### src/verilog/ufcs_pkg.sv
/*
  ufcs_pkg: register indices, field positions, reset values and bus codes
  for the serial frame control and status block.
  assumes a 32-bit axi4-lite bus, one register per aligned word.
*/
package ufcs_pkg;

  ////////////////////////////////////////////////////////////////////////////
  // register indices; byte address is four times the index
  localparam logic [11:0] UFCS_IDX_CTRL0  = 12'hf42;
  localparam logic [11:0] UFCS_IDX_STAT1  = 12'hf44;
  localparam logic [11:0] UFCS_IDX_IRQST  = 12'hf48;
  localparam logic [11:0] UFCS_IDX_IRQMSK = 12'hf49;
  localparam int          UFCS_ADDR_W     = 14;

  ////////////////////////////////////////////////////////////////////////////
  // line control field positions
  localparam int UFCS_C_TXEN   = 7;
  localparam int UFCS_C_RXEN   = 6;
  localparam int UFCS_C_FLOW   = 5;
  localparam int UFCS_C_PAR    = 4;
  localparam int UFCS_C_ODD    = 3;
  localparam int UFCS_C_BRK    = 2;
  localparam int UFCS_C_STOP2  = 1;
  localparam int UFCS_C_LOOP   = 0;

  // multidrop status and interrupt field positions
  localparam int UFCS_S_FRAME  = 1;
  localparam int UFCS_S_MPBIT  = 0;
  localparam int UFCS_I_CHAR   = 0;
  localparam int UFCS_I_FRAME  = 1;

  ////////////////////////////////////////////////////////////////////////////
  // reset values
  localparam logic [7:0] UFCS_RST_CTRL0 = 8'h00;
  localparam logic [7:0] UFCS_RST_STAT1 = 8'h00;
  localparam logic [1:0] UFCS_RST_IRQ   = 2'h0;

  // bus responses
  localparam logic [1:0] UFCS_RESP_OKAY   = 2'h0;
  localparam logic [1:0] UFCS_RESP_SLVERR = 2'h2;

endpackage

### src/verilog/ufcs_top.sv
/*
  ufcs_top: configuration and multidrop status of an asynchronous serial
  transceiver, with an axi4-lite register slave and one level interrupt.
  assumes the shift registers and baud logic sit outside on CLK_SYS, and
  that the serial pins come from another domain and are synchronised here.
*/
// The AXI4-Lite interface to the registers was decided locally.
module ufcs_top
  import ufcs_pkg::*;
(
  // clock, reset, enable
  input  wire logic                   CLK_SYS,
  input  wire logic                   RESET,
  input  wire logic                   CE,
  // axi4-lite write address and data
  input  wire logic [UFCS_ADDR_W-1:0] AWADDR,
  input  wire logic                   AWVALID,
  output logic                        AWREADY,
  input  wire logic [31:0]            WDATA,
  input  wire logic [3:0]             WSTRB,
  input  wire logic                   WVALID,
  output logic                        WREADY,
  // axi4-lite write response
  output logic [1:0]                  BRESP,
  output logic                        BVALID,
  input  wire logic                   BREADY,
  // axi4-lite read
  input  wire logic [UFCS_ADDR_W-1:0] ARADDR,
  input  wire logic                   ARVALID,
  output logic                        ARREADY,
  output logic [31:0]                 RDATA,
  output logic [1:0]                  RRESP,
  output logic                        RVALID,
  input  wire logic                   RREADY,
  // receive core events, same clock
  input  wire logic                   RX_CHAR_DONE,
  input  wire logic                   RX_FIRST_BYTE,
  input  wire logic                   RX_MP_BIT,
  input  wire logic                   RX_DATA_READ,
  // transmit core serial stream, same clock
  input  wire logic                   TXD_CORE,
  // serial pins
  input  wire logic                   CTS_N,
  input  wire logic                   RXD_PIN,
  output logic                        TXD_PIN,
  // configuration to the shift logic
  output logic                        TX_ALLOW,
  output logic                        RX_ENABLE,
  output logic                        PARITY_ON,
  output logic                        PARITY_ODD,
  output logic                        TWO_STOP,
  output logic                        RXD_TO_CORE,
  // interrupt
  output logic                        IRQ
);

  ////////////////////////////////////////////////////////////////////////////
  // helpers

  // word index of a byte address
  function automatic logic [11:0] ufcs_idx(input logic [UFCS_ADDR_W-1:0] a);
    ufcs_idx = a[UFCS_ADDR_W-1:2];
  endfunction

  // true when an index lands on a mapped register
  function automatic logic ufcs_hit(input logic [11:0] i);
    ufcs_hit = (i == UFCS_IDX_CTRL0) || (i == UFCS_IDX_STAT1) ||
               (i == UFCS_IDX_IRQST) || (i == UFCS_IDX_IRQMSK);
  endfunction

  ////////////////////////////////////////////////////////////////////////////
  // pin synchronisers: stage one feeds stage two only
  logic cts_s1_q, cts_s2_q;
  logic rxd_s1_q, rxd_s2_q;

  always_ff @(posedge CLK_SYS) begin
    if (RESET) begin
      cts_s1_q <= 1'b1;
      cts_s2_q <= 1'b1;
      rxd_s1_q <= 1'b1;
      rxd_s2_q <= 1'b1;
    end else if (CE) begin
      cts_s1_q <= CTS_N;
      cts_s2_q <= cts_s1_q;
      rxd_s1_q <= RXD_PIN;
      rxd_s2_q <= rxd_s1_q;
    end
  end

  ////////////////////////////////////////////////////////////////////////////
  // bus handshake state
  logic [7:0]  ctrl_q;
  logic        frame_q, mpbit_q;
  logic [1:0]  irq_st_q, irq_msk_q;
  logic        wtake_q, bvalid_q, rtake_q, rvalid_q;
  logic [11:0] widx_q, ridx_q;
  logic [31:0] rdata_q;
  logic [1:0]  bresp_q, rresp_q;

  // both write channels are taken together, one cycle after both are valid
  wire         wr_go   = AWVALID & WVALID & ~wtake_q & ~bvalid_q;
  wire         wr_fire = wtake_q;
  wire [11:0]  wr_idx  = widx_q;
  wire         wr_lane = WSTRB[0];
  wire [7:0]   wr_byte = WDATA[7:0];
  wire         rd_go   = ARVALID & ~rtake_q & ~rvalid_q;

  always_ff @(posedge CLK_SYS) begin
    if (RESET) begin
      wtake_q  <= 1'b0;
      widx_q   <= 12'h000;
      bvalid_q <= 1'b0;
      bresp_q  <= UFCS_RESP_OKAY;
    end else if (CE) begin
      wtake_q <= wr_go;
      if (wr_go)
        widx_q <= ufcs_idx(AWADDR);
      if (wr_fire) begin
        bvalid_q <= 1'b1;
        bresp_q  <= ufcs_hit(wr_idx) ? UFCS_RESP_OKAY : UFCS_RESP_SLVERR;
      end else if (BREADY)
        bvalid_q <= 1'b0;
    end
  end

  ////////////////////////////////////////////////////////////////////////////
  // write decode
  wire we_ctrl = wr_fire & wr_lane & (wr_idx == UFCS_IDX_CTRL0);
  wire we_ist  = wr_fire & wr_lane & (wr_idx == UFCS_IDX_IRQST);
  wire we_msk  = wr_fire & wr_lane & (wr_idx == UFCS_IDX_IRQMSK);

  // line control; written only while disabled by software convention
  always_ff @(posedge CLK_SYS) begin
    if (RESET)
      ctrl_q <= UFCS_RST_CTRL0;
    else if (CE && we_ctrl)
      ctrl_q <= wr_byte;
  end

  ////////////////////////////////////////////////////////////////////////////
  // multidrop status; a new character beats a same-cycle data read
  wire frame_d = RX_CHAR_DONE ? RX_FIRST_BYTE : (RX_DATA_READ ? 1'b0 : frame_q);
  wire mpbit_d = RX_CHAR_DONE ? RX_MP_BIT : (RX_DATA_READ ? 1'b0 : mpbit_q);

  always_ff @(posedge CLK_SYS) begin
    if (RESET) begin
      frame_q <= UFCS_RST_STAT1[UFCS_S_FRAME];
      mpbit_q <= UFCS_RST_STAT1[UFCS_S_MPBIT];
    end else if (CE) begin
      frame_q <= frame_d;
      mpbit_q <= mpbit_d;
    end
  end

  // status word; reserved bits tied low, writes ignored
  wire [7:0] stat_word = {6'h00, frame_q, mpbit_q};

  ////////////////////////////////////////////////////////////////////////////
  // sticky interrupt status, write one to clear, events win over clears
  wire [1:0] irq_ev = {RX_CHAR_DONE & RX_FIRST_BYTE, RX_CHAR_DONE};
  wire [1:0] irq_cl = we_ist ? wr_byte[1:0] : 2'h0;
  wire [1:0] irq_st_d = irq_ev | (irq_st_q & ~irq_cl);
  wire       irq_d = |(irq_st_d & irq_msk_q);

  always_ff @(posedge CLK_SYS) begin
    if (RESET) begin
      irq_st_q  <= UFCS_RST_IRQ;
      irq_msk_q <= UFCS_RST_IRQ;
    end else if (CE) begin
      irq_st_q <= irq_st_d;
      if (we_msk)
        irq_msk_q <= wr_byte[1:0];
    end
  end

  ////////////////////////////////////////////////////////////////////////////
  // read path; unmapped words answer slverr with zero data
  wire [11:0] rd_idx = ridx_q;
  wire [7:0]  rd_byte =
    (rd_idx == UFCS_IDX_CTRL0)  ? ctrl_q :
    (rd_idx == UFCS_IDX_STAT1)  ? stat_word :
    (rd_idx == UFCS_IDX_IRQST)  ? {6'h00, irq_st_q} :
    (rd_idx == UFCS_IDX_IRQMSK) ? {6'h00, irq_msk_q} : 8'h00;

  always_ff @(posedge CLK_SYS) begin
    if (RESET) begin
      rtake_q  <= 1'b0;
      ridx_q   <= 12'h000;
      rvalid_q <= 1'b0;
      rdata_q  <= 32'h0000_0000;
      rresp_q  <= UFCS_RESP_OKAY;
    end else if (CE) begin
      rtake_q <= rd_go;
      if (rd_go)
        ridx_q <= ufcs_idx(ARADDR);
      if (rtake_q) begin
        rvalid_q <= 1'b1;
        rdata_q  <= {24'h00_0000, rd_byte};
        rresp_q  <= ufcs_hit(rd_idx) ? UFCS_RESP_OKAY : UFCS_RESP_SLVERR;
      end else if (RREADY)
        rvalid_q <= 1'b0;
    end
  end

  ////////////////////////////////////////////////////////////////////////////
  // line and configuration outputs, all registered
  logic tx_allow_q, rx_en_q, par_q, odd_q, stop2_q, txd_q, rxd_core_q, irq_q;

  // flow gate: cts ignored unless gating is on; cts is active low
  wire tx_allow_d = ctrl_q[UFCS_C_TXEN] &
                    (~ctrl_q[UFCS_C_FLOW] | ~cts_s2_q);
  // break overrides the transmit stream; idle line is high
  wire txd_d      = ctrl_q[UFCS_C_BRK] ? 1'b0 : TXD_CORE;
  // loopback feeds the outgoing line state back into the receiver
  wire rxd_core_d = ctrl_q[UFCS_C_LOOP] ? txd_d : rxd_s2_q;

  always_ff @(posedge CLK_SYS) begin
    if (RESET) begin
      tx_allow_q <= 1'b0;
      rx_en_q    <= 1'b0;
      par_q      <= 1'b0;
      odd_q      <= 1'b0;
      stop2_q    <= 1'b0;
      txd_q      <= 1'b1;
      rxd_core_q <= 1'b1;
      irq_q      <= 1'b0;
    end else if (CE) begin
      tx_allow_q <= tx_allow_d;
      rx_en_q    <= ctrl_q[UFCS_C_RXEN];
      par_q      <= ctrl_q[UFCS_C_PAR];
      odd_q      <= ctrl_q[UFCS_C_ODD];
      stop2_q    <= ctrl_q[UFCS_C_STOP2];
      txd_q      <= txd_d;
      rxd_core_q <= rxd_core_d;
      irq_q      <= irq_d;
    end
  end

  // port drive
  assign AWREADY     = wtake_q;
  assign WREADY      = wtake_q;
  assign BVALID      = bvalid_q;
  assign BRESP       = bresp_q;
  assign ARREADY     = rtake_q;
  assign RVALID      = rvalid_q;
  assign RDATA       = rdata_q;
  assign RRESP       = rresp_q;
  assign TX_ALLOW    = tx_allow_q;
  assign RX_ENABLE   = rx_en_q;
  assign PARITY_ON   = par_q;
  assign PARITY_ODD  = odd_q;
  assign TWO_STOP    = stop2_q;
  assign TXD_PIN     = txd_q;
  assign RXD_TO_CORE = rxd_core_q;
  assign IRQ         = irq_q;
endmodule
### config.mk
export PLATFORM = sky130hd
export DESIGN_NAME = ufcs_top
export DESIGN_NICKNAME = d
export VERILOG_FILES = /design/src/verilog/ufcs_pkg.sv /design/src/verilog/ufcs_top.sv
export SDC_FILE = /design/constraint.sdc
export NUM_CORES = 1
export LEC_CHECK = 0
export ABC_CLOCK_PERIOD_IN_PS = 1500
export BUFFER_PORTS_ARGS = -buffer_cell sky130_fd_sc_hd__buf_2
export CORE_MARGIN = 5
export CORE_UTILIZATION = 42
export CTS_CLUSTER_DIAMETER = 60
export DETAILED_ROUTE_END_ITERATION = 12
export GPL_TIMING_DRIVEN = 0
export PLACE_DENSITY_LB_ADDON = 0.25
export SYNTH_ARGS = -nofsm -noshare
export SYNTH_HDL_FRONTEND = slang
export SYNTH_SLANG_ARGS = --single-unit
### constraint.sdc
create_clock -name CLK_SYS -period 1.5 [get_ports CLK_SYS]
set_input_delay 0.15 -clock CLK_SYS [delete_from_list [all_inputs] [get_ports CLK_SYS]]
set_output_delay 0.15 -clock CLK_SYS [all_outputs]
set_load 0.01 [all_outputs]
Word-level counts from Yosys, hierarchy flattened
Cells that the tools add are included.
{ "classes": {"n_mux": 16, "eq_ne": 8, "n_reduce_logical": 19, "bitwise": 22} }
{ "op_table": {"columns": ["operator", "count"], "rows": [
  ["$eq 12x12->1 const B", 8],
  ["$reduce_and 2->1", 8],
  ["$mux 2", 6],
  ["$and 1x1->1", 11],
  ["$mux 1", 9],
  ["$mux 8", 1],
  ["$logic_or 1x1->1", 6],
  ["$not 1->1", 6],
  ["$reduce_bool 2->1", 3],
  ["$and 2x2->2", 2],
  ["$not 2->2", 1],
  ["$or 2x2->2", 1],
  ["$reduce_or 2->1", 1],
  ["$logic_and 1x1->1", 1],
  ["$or 1x1->1", 1]
]} }
{ "word_totals": {"output_inout_bits": 49, "wordCells": 91, "regBits": 66} }

Logic depth before layout (Yosys ltp)
{ "depth": {"word_depth": 8, "mapped_depth": 6, "depth_no_buf": 4} }

Worst setup path before layout
OpenSTA, ideal clock, no wires.
{ "synth_timing": {"path_type": "register to register", "from": "reg ridx_q[0], in the netlist rd_idx[0]", "to": "reg rdata_q[0], in the netlist RDATA[0]", "synth_period_minus_slack_ps": 1536, "path_stages_with_launch": 6, "path_buffers": 1, "slack_ps": -36, "arrival_time_ps": 1467, "setup_ps": 69, "required_time_ps": 1431, "path_cell_list": "dfxtp_1 > buf_6 > or4b_4 > nor4_4 > a22oi_1 > o21ai_1"} }
{ "synth_via": {"elab_chain_len": 5, "word_cells_on_any_way": 8} }
{ "synth_rtl": {"columns": ["item", "line_no", "rtl"], "rows": [
  ["from (decl)", "ufcs_top.sv:96", "logic [11:0] widx_q, ridx_q;"],
  ["from (signal assigned)", "ufcs_top.sv:195", "ridx_q <= ufcs_idx(ARADDR);"],
  ["$eq 12x12->1", "ufcs_top.sv:183", "(rd_idx == UFCS_IDX_IRQMSK) ? {6'h00, irq_msk_q} : 8'h00;"],
  ["$mux 2", "ufcs_top.sv:183", null],
  ["$mux 2", "ufcs_top.sv:182", "(rd_idx == UFCS_IDX_IRQST) ? {6'h00, irq_st_q} :"],
  ["$mux 2", "ufcs_top.sv:181", "(rd_idx == UFCS_IDX_STAT1) ? stat_word :"],
  ["$mux 8 *", "ufcs_top.sv:180", "(rd_idx == UFCS_IDX_CTRL0) ? ctrl_q :"],
  ["to (signal assigned)", "ufcs_top.sv:198", "rdata_q <= {24'h00_0000, rd_byte};"],
  ["to (decl)", "ufcs_top.sv:97", "logic [31:0] rdata_q;"]
]} }
Every way passes the cells marked *; elsewhere a longest branch is shown, timed or not.
A chain may end at the register's enable or synchronous reset.

Worst setup path in the final report
{ "layout_timing": {"from": "reg ridx_q[5], in the netlist rd_idx[5]", "to": "reg rdata_q[4], in the netlist RDATA[4]"} }
{ "layout_via": {"elab_chain_len": 2} }
{ "layout_rtl": {"columns": ["item", "line_no"], "rows": [
  ["$eq 12x12->1", "ufcs_top.sv:180"],
  ["$mux 8", "ufcs_top.sv:180"]
]} }
Every way passes these cells.

==> impl_metrics.csv <==
group,metric,value,unit
status,status,"finished with violations",
status,violations,"setup timing",
finish,final_cell_mix,"buf_2, dfxtp_1, nand2_1",
timing,hold_ws,20.48,ps
finish,drive_above_1_share,32.71,%
floorplan,pin_count,128,
drt,wl,6.998,mm
pwr,clkPwrFrac,35.7,%
synthesis,synth_top_area_share,44.31,%
grt,grt_pass1_wl,11.35,mm
drt,drc_errors,0,
place,placed_cell_area,0.003431,mm^2
timing,tightest_slew,655.9,ps
setup_path,crit_fanout,7,
drt,drtAntennaViolNets,0,
synthesis,ys_seq_area_share,44.31,%
pwr,p_total,3.395,mW
synthesis,yosys.area.top_type,"dfxtp_1",
timing,hold_viol_final,0,
timing,skew,5.776,ps
timing,finalCritPeriodShare,105.8,%
synthesis,synth-simple-area-share,22.41,%
flow_run,maxCapViolations,0,
setup_path,endpoint_kind,"register",
synthesis,synth-edff-count,0,
grt,track_usage,16.63,%
place,port_buffers,69,
timing,drv_slew,0,
synthesis,synth_fa_ha_area_share,0,%
drt,firstDrtPassIters,4,
place,place_congestion,0.7980,
timing,setup_viol,6,
synthesis,yosys-top-cells-area,"dfxtp_1, mux2i_1, buf_4, nand2_1, nor2_1",
timing,tns,-265.6,ps
clock_tree,root_buffer,"clkbuf_8",
clock_tree,insertion_delay,340,ps
finish,diodes,0,
pwr,cellPowerDensity,917.3,mW/mm^2
finish,design_area,0.003701,mm^2
synthesis,avgSynthCellArea,9.064,um^2
synthesis,ys.flop_type,"dfxtp_1",
synthesis,yosysUniqueCellTypes,50,
synthesis,synth.ff_latch_count,64,
synthesis,synth_top_family_by_area,"simple AND/OR/NAND/NOR gates",
setup_path,reg2regPathDepth,6,
finish,num-fill-cells,648,
timing,relSlewSlack,56.27,%
floorplan,core_area,0.006756,mm^2
place,dp_hpwl,5.189,mm
setup_path,critical_path_class,"register to register",
synthesis,synthXorXnorAreaFrac,0.6058,%
synthesis,yosysWarnings,0,
pwr,p_sw,0.8733,mW
clock_tree,htreeDepth,3,
floorplan,row_count,30,
setup_path,cp.arrival,1860,ps
synthesis,synth_area,0.002892,mm^2
drt,wl_per_cell,13.69,um
floorplan,start_util,42.80,%
drt,dr_total_vias,2476,
clock_tree,clk_pin_slew,70,ps
timing,fmaxAchievable,0.6300,GHz
floorplan,chipHeight,92.98,um
pwr,p_leak,1.677,nW
pwr,switching_share,25.72,%
clock_tree,clock_path_buffers,2,
drt,viasPerCell,4.845,
clock_tree,cts-buffers-inserted,9,
pwr,pwr-share-seq,52.6,%
floorplan,dieArea,0.008644,mm^2
finish,nets,506,
pwr,vdd_ir_drop_max,569.8,uV
pwr,intPower,2.522,mW
setup_path,cp.required,1770,ps
synthesis,synth_mux_area_share,9.347,%
hold_path,hold_depth,2,
finish,areaGrowthSynthToFinish,28.00,%
drt,drt_first_iter_violations,150,
finish,final_common_cell,"buf_2",
setup_path,cp-start-kind,"register",
grt,grt.overflow.total,0,
synthesis,syn_inst,319,
synthesis,async_flop_share,0,%
floorplan,dieWidth,92.98,um
grt,antenna_found_initial,0,
timing,layout_min_cycle_time,1587,ps
synthesis,synth-compound-area-share,12.46,%
grt,grt_pass1_vias,2438,
clock_tree,numClockSinks,64,
hold_path,hold_path.class,"primary input to register",
timing,fin_ws,-87.31,ps
timing,rsz0062_at_grt,"true",
grt,grt_max_degree,11,
pwr,p_comb_share,11.7,%
clock_tree,cts_tree,"built",
## power groups by stage
stage / Sequential (mW) / Clock, mW / Combinational [mW]
2_1_floorplan: 1.82 / 0 / 0.263
3_3_place_gp: 1.82 / 0 / 0.381
3_5_place_dp: 1.82 / 0 / 0.384
4_1_cts: 1.78 / 1.24 / 0.392
5_1_grt: 1.79 / 1.32 / 0.443
6_report: 1.79 / 1.21 / 0.398
## repair_timing
action / in CTS / in global routing
buffers inserted: 4 / 1
setup endpoints to repair: 28 / 40
hold endpoints to repair: 0 / 0
hold buffers: 0 / 0
pin swaps: 3 / 8
resized for setup: 14 / 12
## final cells by class
cell class              count  area [um^2]  share of cell area [%]
multi-input cells         233         1455                   39.32
inverters                   2        7.507                  0.2028
plain buffers              43        297.8                   8.046
clock buffers              11        131.4                   3.550
well taps                  80        100.1                   2.705
repair buffers             74        390.4                   10.55
flip-flops and latches     64         1296                   35.02
clock inverters             4        22.52                  0.6085
## final timing paths
check / from / to / slack, ps
max: rd_idx[5]$_SDFFE_PP0P_ / RDATA[4]$_SDFFE_PP0P_ / -90
min: CTS_N / cts_s1_q$_SDFFE_PP1P_ / 20
max reg2reg: rd_idx[5]$_SDFFE_PP0P_ / RDATA[4]$_SDFFE_PP0P_ / -90
min reg2reg: rd_idx[5]$_SDFFE_PP0P_ / rd_idx[5]$_SDFFE_PP0P_ / 460
## cells by family (layout without fill, tap and decap cells)
family | after synthesis | after routing
AOI/OAI and AO/OA | 56 | 56
xor gates and xnor gates | 2 | 2
buffers and inverters | 47 | 134
DFF | 64 | 64
muxes | 27 | 27
other | 1 | 26
and+or+nand+nor | 122 | 122
## metrics by stage
stage	setup WS (ps)	utilization [%]	std cells
global route	-133.1	54.78	511
floorplan	-36.36	-	344
global placement	-248.2	50.78	493
finish	-87.31	54.78	511
CTS	-56.82	54.11	511
detailed placement	-207.4	50.78	493
## routing by layer
metal / global-route usage, % / vias to the layer above / wire length (um)
met5: 0 / - / 0
met4: 6.593 / 0 / 94
met3: 5.068 / 8 / 512
met2: 26.45 / 83 / 3192
met1: 21.07 / 1118 / 3198
li1: - / 1267 / -
## critical path: stages, from the launching register on
cell and delay (ps):
dfxtp_2 320, or4b_4 560, nor4_4 230, buf_6 170, buf_4 110, a22oi_1 50, nor2_1 80
## cells in the mapped netlist (all sizes together) (2+ instances only)
master and number:
buf 31, a21oi 26, a22oi 8, xnor2 2, or4b 2, nor4 3, clkbuf 13, inv 2
nor4bb 2, or4 2, nor2 35, and4b 2, nor3 3, nor2b 9, dfxtp 64, nand3 3
nand2 38, nand4 2, o22ai 2, nand3b 3, mux2i 27, o21ai 5, nand2b 12, a211o 5
## registers in the layout (all words and copies together) (netlist names), 2 cells and up
name and flops:
irq_msk_q 2, rd_idx 12, irq_st_q 2, widx_q 12, ctrl_q 8, RDATA 8
(Power assumes the default switching activity.)
